===== config.mk =====
export PLATFORM = sky130hd
export DESIGN_NAME = nbc_top
export DESIGN_NICKNAME = d
export VERILOG_FILES = /design/src/nbc_pkg.sv /design/src/nbc_ctl_if.sv /design/src/nbc_seq.sv /design/src/nbc_top.sv
export SDC_FILE = /design/constraint.sdc
export NUM_CORES = 1
export LEC_CHECK = 0
export ABC_CLOCK_PERIOD_IN_PS = 2600
export BUFFER_PORTS_ARGS = -buffer_cell sky130_fd_sc_hd__buf_2
export CORE_ASPECT_RATIO = 0.7
export CORE_UTILIZATION = 35
export CTS_CLUSTER_SIZE = 30
export DETAILED_ROUTE_END_ITERATION = 10
export SYNTH_ARGS = -nofsm -noshare
export SYNTH_HDL_FRONTEND = slang
export SYNTH_HIERARCHICAL = 1
export SYNTH_SLANG_ARGS = --single-unit

===== constraint.sdc =====
create_clock -name pclk -period 2.6 [get_ports pclk]
set_clock_uncertainty 0.1 [all_clocks]
set_input_delay 0.52 -clock pclk [delete_from_list [all_inputs] [get_ports pclk]]
set_output_delay 0.52 -clock pclk [all_outputs]
set_load 0.01 [all_outputs]

===== src/nbc_pkg.sv =====
/*
 nbc_pkg: register map, field positions, sizes and command kinds of the
 nand block select and byte count block.
 assumes: shared by the register front end and the block sequencer.
*/
package nbc_pkg;
   // widths
   localparam int CNT_W = 11;
   localparam int MASK_W = 19;
   localparam int LEN_W = 12;
   localparam int IDX_W = 5;
   localparam int OFS_W = 16;
   localparam int ADDR_W = 12;
   // register byte addresses
   localparam logic [11:0] ADDR_BLOCK_SELECT = 12'h01c;
   localparam logic [11:0] ADDR_BYTE_COUNTER = 12'h020;
   localparam logic [11:0] ADDR_CONTROL = 12'h040;
   localparam logic [11:0] ADDR_STATUS = 12'h044;
   // reset values
   localparam logic [18:0] BLOCK_SELECT_RESET = 19'h00000;
   localparam logic [10:0] BYTE_COUNT_RESET = 11'h000;
   // control register fields
   localparam int CTRL_KIND_LSB = 0;
   localparam int CTRL_LDPC_BIT = 2;
   localparam int CTRL_DIR_BIT = 3;
   localparam int CTRL_START_BIT = 8;
   // status register fields
   localparam int STAT_BUSY_BIT = 0;
   localparam int STAT_IDX_LSB = 8;
   // sizes
   localparam logic [11:0] ZERO_COUNT_LEN = 12'h400;
   localparam logic [15:0] BCH_BLOCK_BYTES = 16'h0400;
   localparam logic [15:0] LDPC_BLOCK_BYTES = 16'h0800;
   localparam logic [4:0] BCH_LAST_BLOCK = 5'h12;
   localparam logic [4:0] LDPC_LAST_BLOCK = 5'h0f;
   // command kinds
   typedef enum logic [1:0]
   {
      KIND_NORMAL = 2'h0,
      KIND_SPARE = 2'h1,
      KIND_BATCH = 2'h2,
      KIND_RESERVED = 2'h3
   } nbc_kind_type;
endpackage


===== src/nbc_ctl_if.sv =====
/*
 nbc_ctl_if: control and transfer signals between the register front end
 and the block sequencer.
 assumes: both ends on pclk.
*/
`timescale 1ns/1ps
`default_nettype none
interface nbc_ctl_if;
   logic start;
   nbc_pkg::nbc_kind_type command_kind;
   logic ldpc;
   logic dir;
   logic [nbc_pkg::MASK_W-1:0] block_select_bits;
   logic [nbc_pkg::CNT_W-1:0] transfer_byte_count;
   logic busy;
   logic [nbc_pkg::IDX_W-1:0] block;
   logic xfer_req;
   logic xfer_done;
   logic [nbc_pkg::LEN_W-1:0] xfer_len;
   logic [nbc_pkg::OFS_W-1:0] xfer_offset;
   logic cmd_done;
   modport regs (output start, command_kind, ldpc, dir, block_select_bits,
      transfer_byte_count, xfer_done, input busy, block, xfer_req, xfer_len,
      xfer_offset, cmd_done);
   modport seq (input start, command_kind, ldpc, dir, block_select_bits,
      transfer_byte_count, xfer_done, output busy, block, xfer_req, xfer_len,
      xfer_offset, cmd_done);
endinterface
`default_nettype wire


===== src/nbc_seq.sv =====
/*
 nbc_seq: walks the selected data blocks of a command and raises one
 transfer request per block.
 assumes: xfer_done is a one-cycle pulse from the data path while requested.
*/
`timescale 1ns/1ps
`default_nettype none
module nbc_seq
(
   input wire logic pclk,
   input wire logic presetn,
   nbc_ctl_if.seq ctl
);
   typedef enum logic [2:0]
   {
      S_IDLE = 3'b001,
      S_SCAN = 3'b010,
      S_XFER = 3'b100
   } nbc_seq_state_type;

   typedef struct packed
   {
      nbc_seq_state_type state;
      logic batch;
      logic ldpc;
      logic [nbc_pkg::MASK_W-1:0] mask;
      logic [nbc_pkg::IDX_W-1:0] idx;
      logic [nbc_pkg::LEN_W-1:0] len;
      logic [nbc_pkg::OFS_W-1:0] offset;
      logic done;
   } nbc_seq_reg_type;

   nbc_seq_reg_type r;
   nbc_seq_reg_type next_r;
   logic [nbc_pkg::IDX_W-1:0] last_block;
   logic [nbc_pkg::OFS_W-1:0] block_bytes;

   // ldpc pages hold fewer, larger blocks
   assign last_block = r.ldpc ? nbc_pkg::LDPC_LAST_BLOCK
      : nbc_pkg::BCH_LAST_BLOCK; // RULE4
   assign block_bytes = r.ldpc ? nbc_pkg::LDPC_BLOCK_BYTES
      : nbc_pkg::BCH_BLOCK_BYTES; // RULE2 RULE3

   // next state of the block walk
   always_comb
   begin
      next_r = r;
      next_r.done = 1'b0;
      case (r.state)
         S_IDLE:
         begin
            if (ctl.start && ctl.command_kind != nbc_pkg::KIND_RESERVED)
            begin
               next_r.batch = (ctl.command_kind == nbc_pkg::KIND_BATCH);
               next_r.ldpc = ctl.ldpc;
               // upper select bits mean nothing under ldpc
               next_r.mask = ctl.block_select_bits;
               if (ctl.ldpc)
               begin
                  next_r.mask[nbc_pkg::MASK_W-1:16] = 3'h0; // RULE4
               end
               // zero means 1024 bytes, a full block only under bch (an ldpc block is 2048)
               next_r.len = (ctl.transfer_byte_count == '0)
                  ? nbc_pkg::ZERO_COUNT_LEN
                  : {1'b0, ctl.transfer_byte_count}; // RULE5 RULE6 RULE7
               next_r.idx = '0;
               next_r.offset = '0;
               // normal and spare commands ignore the mask
               next_r.state = (ctl.command_kind == nbc_pkg::KIND_BATCH)
                  ? S_SCAN : S_XFER; // RULE10 RULE11
            end
         end
         S_SCAN:
         begin
            if (r.idx > last_block)
            begin
               next_r.state = S_IDLE;
               next_r.done = 1'b1;
            end
            else if (r.mask[r.idx])
            begin
               next_r.offset = nbc_pkg::OFS_W'(r.idx * block_bytes);
               next_r.state = S_XFER; // RULE1
            end
            else
            begin
               next_r.idx = r.idx + 5'h01; // RULE1
            end
         end
         S_XFER:
         begin
            if (ctl.xfer_done)
            begin
               if (r.batch)
               begin
                  next_r.idx = r.idx + 5'h01;
                  next_r.state = S_SCAN;
               end
               else
               begin
                  next_r.state = S_IDLE;
                  next_r.done = 1'b1;
               end
            end
         end
         default:
         begin
            next_r.state = S_IDLE;
         end
      endcase
   end

   always_ff @(posedge pclk or negedge presetn)
   begin
      if (!presetn)
      begin
         r <= '{state: S_IDLE, default: '0};
      end
      else
      begin
         r <= next_r;
      end
   end

   assign ctl.busy = (r.state != S_IDLE);
   assign ctl.block = r.idx;
   assign ctl.xfer_req = (r.state == S_XFER);
   assign ctl.xfer_len = r.len;
   assign ctl.xfer_offset = r.offset;
   assign ctl.cmd_done = r.done;
endmodule
`default_nettype wire


===== src/nbc_top.sv =====
/*
 nbc_top: apb register front end for block selection and the transfer
 byte counter, driving the block sequencer.
 assumes: apb master per protocol, data path acknowledges each requested
 block with a one-cycle xfer_done.
*/
`timescale 1ns/1ps
`default_nettype none
// Functional notes
// RULE1 - batch: handle block only if its bit set
// RULE2 - bch: each block is 1024 bytes
// RULE3 - ldpc: blocks 0..15 are 2048 bytes
// RULE4 - ldpc: select bits 18..16 ignored
// RULE5 - eleven bit count sets block length
// RULE6 - count zero means 1024 bytes
// RULE7 - count applies to reads and writes
// RULE8 - channel 0: count at most/exactly 1024; no channel or limit here, any count up to 2047 is used
// RULE9 - channel 1: count at most/exactly 2048; no channel or limit here, 2048 cannot be set (zero gives 1024)
// RULE10 - kind: 00 normal, 01 spare, 10 batch
// RULE11 - mask used only for batch commands
module nbc_top
(
   input wire logic pclk,
   input wire logic presetn,
   input wire logic psel,
   input wire logic penable,
   input wire logic pwrite,
   input wire logic [nbc_pkg::ADDR_W-1:0] paddr,
   input wire logic [31:0] pwdata,
   output logic [31:0] prdata,
   output logic pready,
   output logic pslverr,
   output logic xfer_req,
   output logic xfer_write,
   output logic [nbc_pkg::IDX_W-1:0] xfer_block,
   output logic [nbc_pkg::LEN_W-1:0] xfer_len,
   output logic [nbc_pkg::OFS_W-1:0] xfer_offset,
   input wire logic xfer_done,
   output logic cmd_done
);
   typedef struct packed
   {
      logic [nbc_pkg::MASK_W-1:0] select;
      logic [nbc_pkg::CNT_W-1:0] count;
      nbc_pkg::nbc_kind_type kind;
      logic ldpc;
      logic dir;
      logic start;
      logic [31:0] rdata;
      logic err;
   } nbc_top_reg_type;

   nbc_top_reg_type r;
   nbc_top_reg_type next_r;
   nbc_ctl_if ctl ();
   logic access;
   logic wr;
   logic rd;
   logic hit;

   // every access completes in its first access cycle
   assign access = psel && penable;
   assign wr = access && pwrite;
   assign rd = access && !pwrite;
   assign hit = (paddr == nbc_pkg::ADDR_BLOCK_SELECT)
      || (paddr == nbc_pkg::ADDR_BYTE_COUNTER)
      || (paddr == nbc_pkg::ADDR_CONTROL)
      || (paddr == nbc_pkg::ADDR_STATUS);

   // register writes and read data capture
   always_comb
   begin
      next_r = r;
      next_r.start = 1'b0;
      next_r.err = 1'b0;
      // read data shows only in a read access, never a stale word
      next_r.rdata = '0;
      if (wr)
      begin
         case (paddr)
            nbc_pkg::ADDR_BLOCK_SELECT:
            begin
               next_r.select = pwdata[nbc_pkg::MASK_W-1:0]; // RULE1
            end
            nbc_pkg::ADDR_BYTE_COUNTER:
            begin
               next_r.count = pwdata[nbc_pkg::CNT_W-1:0]; // RULE5
            end
            nbc_pkg::ADDR_CONTROL:
            begin
               // settings are frozen while a command runs
               if (!ctl.busy)
               begin
                  next_r.kind = nbc_pkg::nbc_kind_type'(
                     pwdata[nbc_pkg::CTRL_KIND_LSB+:2]); // RULE10
                  next_r.ldpc = pwdata[nbc_pkg::CTRL_LDPC_BIT];
                  next_r.dir = pwdata[nbc_pkg::CTRL_DIR_BIT]; // RULE7
                  next_r.start = pwdata[nbc_pkg::CTRL_START_BIT];
               end
            end
            default:
            begin
               next_r.err = !hit;
            end
         endcase
      end
      if (rd)
      begin
         next_r.rdata = '0;
         next_r.err = !hit;
         case (paddr)
            nbc_pkg::ADDR_BLOCK_SELECT:
            begin
               next_r.rdata[nbc_pkg::MASK_W-1:0] = r.select;
            end
            nbc_pkg::ADDR_BYTE_COUNTER:
            begin
               next_r.rdata[nbc_pkg::CNT_W-1:0] = r.count;
            end
            nbc_pkg::ADDR_CONTROL:
            begin
               next_r.rdata[nbc_pkg::CTRL_KIND_LSB+:2] = r.kind;
               next_r.rdata[nbc_pkg::CTRL_LDPC_BIT] = r.ldpc;
               next_r.rdata[nbc_pkg::CTRL_DIR_BIT] = r.dir;
            end
            nbc_pkg::ADDR_STATUS:
            begin
               next_r.rdata[nbc_pkg::STAT_BUSY_BIT] = ctl.busy;
               next_r.rdata[nbc_pkg::STAT_IDX_LSB+:nbc_pkg::IDX_W] = ctl.block;
            end
            default:
            begin
               next_r.rdata = '0;
            end
         endcase
      end
   end

   always_ff @(posedge pclk or negedge presetn)
   begin
      if (!presetn)
      begin
         r <= '{select: nbc_pkg::BLOCK_SELECT_RESET,
            count: nbc_pkg::BYTE_COUNT_RESET, kind: nbc_pkg::KIND_NORMAL,
            default: '0};
      end
      else
      begin
         r <= next_r;
      end
   end

   // zero wait states: prdata is the decode of this very access, so it is
   // valid only while the access phase stands
   assign pready = 1'b1;
   assign prdata = next_r.rdata;
   assign pslverr = access && !hit;

   // settings toward the sequencer
   assign ctl.start = r.start;
   assign ctl.command_kind = r.kind;
   assign ctl.ldpc = r.ldpc;
   assign ctl.dir = r.dir;
   assign ctl.block_select_bits = r.select;
   assign ctl.transfer_byte_count = r.count;
   assign ctl.xfer_done = xfer_done;

   nbc_seq u_seq
   (
      .pclk(pclk),
      .presetn(presetn),
      .ctl(ctl)
   );

   // data path side
   assign xfer_req = ctl.xfer_req;
   assign xfer_write = r.dir;
   assign xfer_block = ctl.block;
   assign xfer_len = ctl.xfer_len;
   assign xfer_offset = ctl.xfer_offset;
   assign cmd_done = ctl.cmd_done;
endmodule
`default_nettype wire


; ---- Word level (Yosys, flattened, before mapping)
; Cells that the tools add are included.
[totals]
in_bits = 50
register_bits = 93
output_inout_bits = 70
word_cells = 94
[classes]
magnitude_cmp = 2
n_mux = 37
n_mul = 1
n_reduce_logical = 21
n_eq_ne = 17
n_addsub = 1
bitwise_logic = 1
[ops]
columns = cell, n
row1 = 57-bit 2-to-1 mux, 1
row2 = 16-bit 2-to-1 mux, 2
row3 = 16-bit one-hot mux with 2 select lines, 1
row4 = 3-bit one-hot mux with 3 select lines, 3
row5 = 5-bit 2-to-1 mux, 5
row6 = "12-bit by 7-bit equality test with 1-bit output, second input constant", 2
row7 = 20-bit 2-to-1 mux, 1
row8 = 5-bit by 16-bit multiplier with 16-bit output, 1
row9 = 3-bit 2-to-1 mux, 5
row10 = 5-bit one-hot mux with 3 select lines, 1
row11 = "12-bit by 5-bit equality test with 1-bit output, second input constant", 1
row12 = "12-bit by 6-bit equality test with 1-bit output, second input constant", 1
row13 = 12-bit 2-to-1 mux, 1
row14 = 11-bit zero test, 1
row15 = 11-bit 2-to-1 mux, 1
row16 = 1-bit 2-to-1 mux, 9
row17 = "2-bit by 1-bit != test with 1-bit output, second input constant", 4
row18 = 4-bit one-hot mux with 2 select lines, 1
row19 = "5-bit by 6-bit less-than comparator with 1-bit output, second input constant", 1
row20 = 6-bit 2-to-1 mux, 1
row21 = "2-bit != test, second input constant", 3
row22 = "3-bit by 1-bit != test with 1-bit output, second input constant", 2
row23 = 2-bit AND reduction, 3
row24 = 3-bit AND reduction, 2
row25 = 20 further kinds, 27

; ---- Logic depth before layout (Yosys ltp)
; Gate-level depths: netlist (run 1).
[depth]
word_depth = 8
mapped_depth = 10
mapped_depth_nobuf = 9

; ---- By module
; The synthesis (run 1) kept the hierarchy.
[modules_own_cells]
columns = module, area_each_um2, n_inst, cells_per_inst
row1 = nbc_seq, 2761.4, 1, 248
row2 = nbc_top, 2160.8, 1, 182

; ---- Worst setup path before layout (run 1)
; Ideal clock, no wire load.
[synth_path]
kind = input to output
from = input paddr[9] in the netlist's numbering
to = output prdata[4]
required_ps = 1980
n_path_buf = 2
path_stages = 6
t_arrival_ps = 2068
path_slack_ps = -88
cell_sequence = or4_4 -> nor4_4 -> clkbuf_2 -> and2_1 -> a22o_1 -> buf_4
[synth_rtl]
columns = item, line_no
row1 = start: declaration, nbc_top.sv:28  ; input wire logic [nbc_pkg::ADDR_W-1:0] paddr,
row2 = end: declaration, nbc_top.sv:30  ; output logic [31:0] prdata,

; ---- Final worst setup path (run 1)
[layout_path]
from = input paddr[9] in the netlist's numbering
to = output prdata[5]
[layout_between]
elab_chain_cells = 3
[layout_lines]
columns = item, line_no
row1 = 12-bit by 6-bit equality test with 1-bit output / 12-bit by 5-bit equality test with 1-bit output (equally long branches), nbc_top.sv:111  ; case (paddr)
row2 = 4-bit one-hot mux with 2 select lines *, nbc_top.sv:111
row3 = 20-bit 2-to-1 mux *, nbc_top.sv:107  ; if (rd)
; Mark *: on every way between the ends. The rest lies on a longest branch, timed or not.

==> run metrics, run 1 <==
Pint 2.30 mW; critical path peak fanout 4; grt ovf 0; Pwr per Cell Area about 490 nW/um2; Max Fclk about 0.36 GHz; Clock H-tree levels 3; initial antenna violation count 1; DR DRC count 0; fraction of layout cells with a size suffix above 1 0.482; Die Y 101 um; fin worst setup slack -166 ps; synthesized cell area 4920 um2; vias in the first global route about 3400; critical path arrival approximately 2200 ps; failing checks setup timing; worst rel slew slack 0.632; CP required 1980 ps; Leakage 3.05 nW; most common cell after layout, fill and taps aside dfrtp_1; Syn Inst Count between 400 and 500; fill count approximately 1300; Root Driver clkbuf_16; Num CTS Buffers 9; Synth Register Bits 82; Total GRT Usage 0.167; Sink Count 82; DRT Pass-1 Iters 4; die footprint roughly 15000 um2; num ports 120; Total Routed Length between 10 and 15 mm; global-route wire length before repair 18.4 mm; wire per inst around 16 um; largest net degree at the start of global routing 37; CTS tree built; initial drt markers 212; sequential cell area around 2100 um2; Psw roughly 590 uW; most frequent cells in the layout dfrtp_1, buf_2, mux2_2; Min Hold Slack 54.4 ps; clock-pin transition on the worst setup and hold timing paths approximately 60 ps; max-slew violations 0; critical path capture point type output pin; Combinational Power Share 0.050; Via-to-Cell Ratio 4.85; Tightest Hold Check Type in2async; FP Rows 35; crit path kind in2out; FFs w/ async S/R, synth 1.00; Final Setup Violations 16; RD Place Congestion 0.833; fin util 0.437; layout overhead on the synthesized area 19.2%; sequential power share 0.444; worst-margin pin slew 546 ps; starting density of the core 0.366; Worst Setup Start Kind primary input; Core Box Area 13400 um2; Unique masters post-synth 70; port buffer count 81; worst skew pair latency 330 ps; Worst R2R Setup Slack 160 ps; nets about 560; Clock power frac 0.507; switching part of the total power 0.204; post-route setup TNS -1690 ps; period utilization 1.06; chip width roughly 140 um; Seq/Total Area, Yosys 0.417; multi-input logic area 2400 um2; min cycle time layout 2770 ps; unrepaired setup endpoints after global routing true; Synth Area per Inst 11.4 um2; Synth Warn # 6; Max VDD drop roughly 0.00033 V; final antenna-violating net count 0; Max-Cap Viols 0; status complete, but fails checks; ys flop type dfrtp_1; via count 3353; Post-synth EDFFs 0; dpl hpwl ~8.3 mm; Clock Tree Buf Depth 2; Fin. Hold Viols 0
final cells by class:
cell class / instances / share of cell area
Multi-Input combinational cell: 275 / 0.408
Timing Repair Buffer: 120 / 0.135
Clock inverter: 4 / 0.0168
Antenna cell: 1 / 0.000426
Sequential cell: 82 / 0.350
Tap cell: 185 / 0.0394
Inverter: 13 / 0.00831
Clock buffer: 12 / 0.0420
power by group through the flow:
stage | Sequential [mW] | Clock (mW) | Combinational, mW
3_3_place_gp | 1.31 | 0 | 0.136
6_report | 1.28 | 1.46 | 0.143
5_1_grt | 1.28 | 1.55 | 0.162
4_1_cts | 1.28 | 1.50 | 0.142
2_1_floorplan | 1.30 | 0 | 0.0767
3_5_place_dp | 1.31 | 0 | 0.139
layer usage:
| layer | track usage | routed length (um) |
|---|---|---|
| met1 | 0.243 | 5810 |
| met4 | 0.0434 | 92 |
| met5 | 0 | 0 |
| met2 | 0.246 | 4950 |
| met3 | 0.0402 | 558 |
cell families (layout without fill, tap and decap cells):
group                      Yosys count  count (layout)  synth area share
AOI/OAI and AO/OA                   62              62             0.103
xor gates and xnor gates             2               2           0.00356
buffers and inverters               95             149             0.131
muxes                               76              76             0.195
adders and majority gates           11              11            0.0280
and+or+nand+nor                     99              99             0.119
other                                3              26           0.00229
DFF                                 82              82             0.417
path summary, 6_finish.rpt:
kind	from	to	depth (start not counted)
max in group asynchronous	presetn	u_seq/r[47]	2
min reg2reg	u_seq/r[52]	u_seq/r[52]	2
max reg2reg	u_seq/r[53]	u_seq/ctl.block[1]	10
max	paddr[9]	prdata[5]	7
min in group pclk	pwdata[18]	ctl.block_select_bits[18]	2
min	presetn	ctl.block_select_bits[14]	1
worst max-delay path, cell delays in order:
cell	delay, ps
buf_6	90
or4_4	580
nor4_4	310
buf_6	170
and2_4	170
a22o_1	160
buf_2	140
stage by stage:
step	total power [mW]	instances	cell area [um2]	worst slack, ps
floorplan	1.38	452	5010	-75.1
global placement	1.44	668	5320	-176
detailed placement	1.44	668	5320	-179
CTS	2.92	685	5720	-161
global route	3.00	691	5870	-222
finish	2.89	692	5870	-166
sequential cells by signal, indices dropped and copies added (netlist names):
| signal | cells |
|---|---|
| u_seq/ctl.xfer_len | 11 |
| xfer_write | 1 |
| u_seq/ctl.block | 5 |
| ctl.transfer_byte_count | 11 |
| u_seq/r | 24 |
| ctl.ldpc | 1 |
| u_seq/ctl.xfer_offset | 6 |
| ctl.block_select_bits | 19 |
| u_seq/ctl.cmd_done | 1 |
| ctl.command_kind | 2 |
| ctl.start | 1 |
synth_stat cells, types with 3 or more instances:
cell / count / area (um2)
mux2i_1: 5 / 50.1
inv_1: 13 / 48.8
o21ai_0: 12 / 60.1
nand2b_1: 4 / 25.0
nand3_1: 5 / 25.0
nand3b_1: 4 / 30.0
a22o_1: 7 / 61.3
dfrtp_1: 81 / 2030
conb_1: 3 / 11.3
nor2_1: 22 / 82.6
and3_1: 12 / 75.1
nor3_1: 5 / 25.0
nor3b_1: 4 / 30.0
ha_1: 11 / 138
a22oi_1: 10 / 75.1
a2bb2oi_1: 3 / 26.3
and2_1: 3 / 18.8
mux2_4: 20 / 300
buf_4: 67 / 503
nand2_1: 18 / 67.6
clkbuf_1: 8 / 30.0
nor4_1: 3 / 18.8
mux2_2: 48 / 541
a21oi_1: 5 / 25.0
repair_timing:
item | CTS | global route
gates resized for setup | 9 | 22
hold buffers | 0 | 0
pin swaps | 12 | 9
buffers inserted | 1 | 6
endpoints found under the setup margin | 20 | 21
cloned | 0 | 0
Power figures use the tool's default switching activity.
==> inputs of run 2 (changes only) <==
ABC_AREA = 1   (was unset)
==> run 2 against run 1 <==
Effect of this change:
- the run now ends clean
- die area increased by 4.2%
- non-clock buffer count decreased by 26
- final cell count increased by 31%
- total power decreased by 8.8%
- via count increased by 23%
- critical endpoint is now prdata[2]
- largest power group is now registers
==> run metrics, run 2 <==
status finished, final reports clean; FP Rows 36; Via-to-Cell Ratio 4.55; Crit Reg-Reg Startpoint u_seq/ctl.block[3]; Pwr per Cell Area ~470 nW/um2; Clock H-tree levels 3; most frequent cell after synthesis nand2_1; Max Fclk 0.408 GHz; Largest register FFs 24; DRT Pass-1 Iters 4; Worst R2R Setup Slack 390 ps; worst skew pair latency between 300 and 400 ps; Crit path buffers/inverters 4; initial drt markers 249; global-route wire length before repair 19.4 mm; area post-placement 5340 um2; wire per inst 12.9 um; max-slew violations 0; Syn Inst Count 663; Clock Tree Buf Depth 2; Leakage 2.95 nW; ys flop type dfrtp_1; most frequent cells in the layout nand2_1, dfrtp_1, buf_2; Top reg by flops u_seq/r; worst rel slew slack 0.588; Synth area leaders dfrtp_1, nand2_1, buf_4, inv_1, nand3_1; clock-pin transition on the worst setup and hold timing paths 60 ps; fraction of layout cells with a size suffix above 1 0.232; Synth Register Bits 82; num ports 120; reg-to-reg endpoint u_seq/ctl.xfer_offset[15]; Max VDD drop between 0.0003 and 0.0004 V; CTS tree built; critical path peak fanout 10; FFs w/ async S/R, synth 1.00; Total Routed Length 11.6 mm; Setup Buffers After CTS 0; Root Driver clkbuf_16; Post-synth EDFFs 0; die footprint 15200 um2; starting density of the core 0.364; Worst Setup Start Kind primary input; vias in the first global route 3761; most common cell after layout, fill and taps aside nand2_1; worst-margin pin slew around 620 ps; Core Box Area 14100 um2; Total GRT Usage 0.165; Die Y 103 um; final antenna-violating net count 0; crit path kind in2out; crit-path cells buf_2 > inv_1 > nand2_1 > nor2_1 > nand3_2 > inv_4 > nand2_1 > nand2_1 > nor2_1 > nor2_1 > buf_2; Tightest Hold Check Type in2async; Unique masters post-synth 36; post-route setup TNS 0 ps; Synth Warn # 6; grt ovf 0; Yosys top cell by area dfrtp_1; synthesized cell area 5130 um2; Yosys top cell area share 0.395; RD Place Congestion approximately 0.82; chip width between 100 and 150 um; Num CTS Buffers 9; dpl hpwl 8.69 mm; Hold-fix buffers, CTS 0; initial antenna violation count 0; critical path capture point type output pin; Worst path top cell family by delay simple AND/OR/NAND/NOR gates; critical path arrival approximately 1800 ps; Sink Count 82; Seq/Total Area, Yosys 0.400; largest net degree at the start of global routing 37; period utilization 0.942; design area 5620 um2; post-cts sizing count 0; Critical Path Max Stage Delay 220 ps; DR DRC count 0; layout overhead on the synthesized area 9.43%; # diodes 0; unrepaired setup endpoints after global routing false; nets 770; commonest cells in the netlist nand2_1, dfrtp_1, inv_1; via count just over 4000; CP required 1980 ps; Synth Area per Inst 7.74 um2; Final Setup Violations 0; min cycle time layout 2450 ps; Fin. Hold Viols 0; Max-Cap Viols 0; R2R cell count 9; Slowest-stage cell, CP nand3_2; port buffer count 81
run 2: cell types whose count changed in the layout (fill, tap and decap cells not counted), sizes merged, moves of 8 or more:
cell,delta
mux2,-68
buf,-26
inv,+66
a22oi,-10
nand4,+8
nand2,+183
nand3,+45
nor2,+41
and3,-15
o21ai,+48
run 2: cell type report:
| cell class | count | area, um2 |
|---|---|---|
| Clock inverter | 4 | 45.0 |
| Sequential cell | 82 | 2050 |
| Fill cell | 1509 | 8480 |
| Timing Repair Buffer | 94 | 518 |
| Multi-Input combinational cell | 442 | 2220 |
| Tap cell | 190 | 238 |
| Inverter | 80 | 307 |
| Clock buffer | 12 | 236 |
run 2: metal layers:
layer,vias to the layer above,track usage,share of wire
met5,-,0,0
met4,0,0.0465,0.012
met3,11,0.0333,0.064
met2,126,0.242,0.40
met1,1894,0.244,0.52
li1,2082,-,-
run 2: kinds of logic after synthesis:
family	Yosys count	share of synthesized area
other cells	3	0.00219
xor+xnor	2	0.00341
flops	82	0.400
buf+inv	161	0.183
fa+ha+maj	11	0.0268
simple gates	328	0.292
compound gates	76	0.0921
run 2: through the flow:
stage | setup slack [ps] | instances | hold WS, ps | power (mW) | util
after detailed placement | 164 | 888 | 358 | 1.43 | 0.379
after CTS | 168 | 904 | 30.3 | 2.67 | 0.399
after global placement | 174 | 888 | 354 | 1.43 | 0.379
final | 151 | 904 | 23.1 | 2.64 | 0.399
after global routing | 17.5 | 904 | 52.3 | 2.73 | 0.399
after floorplan | 505 | 685 | 124 | 1.38 | -
run 2: worst max-delay path by stage:
| stage | depth (start not counted) | from | endpoint | slack, ps |
|---|---|---|---|---|
| after global routing | 11 | paddr[5] | prdata[2] | 20 |
| after CTS | 11 | paddr[10] | prdata[9] | 170 |
| after global placement | 11 | paddr[10] | prdata[9] | 170 |
| final | 11 | paddr[5] | prdata[2] | 150 |
| after detailed placement | 11 | paddr[10] | prdata[9] | 160 |
| after floorplan | 9 | paddr[10] | prdata[11] | 510 |
run 2: power by group:
part	switching, mW	internal (mW)	leakage, nW	total [mW]
logic	0.0878	0.0345	1.69	0.122
registers	0.000625	1.28	1.12	1.28
clock network	0.496	0.740	0.140	1.24
total	0.585	2.05	2.95	2.64
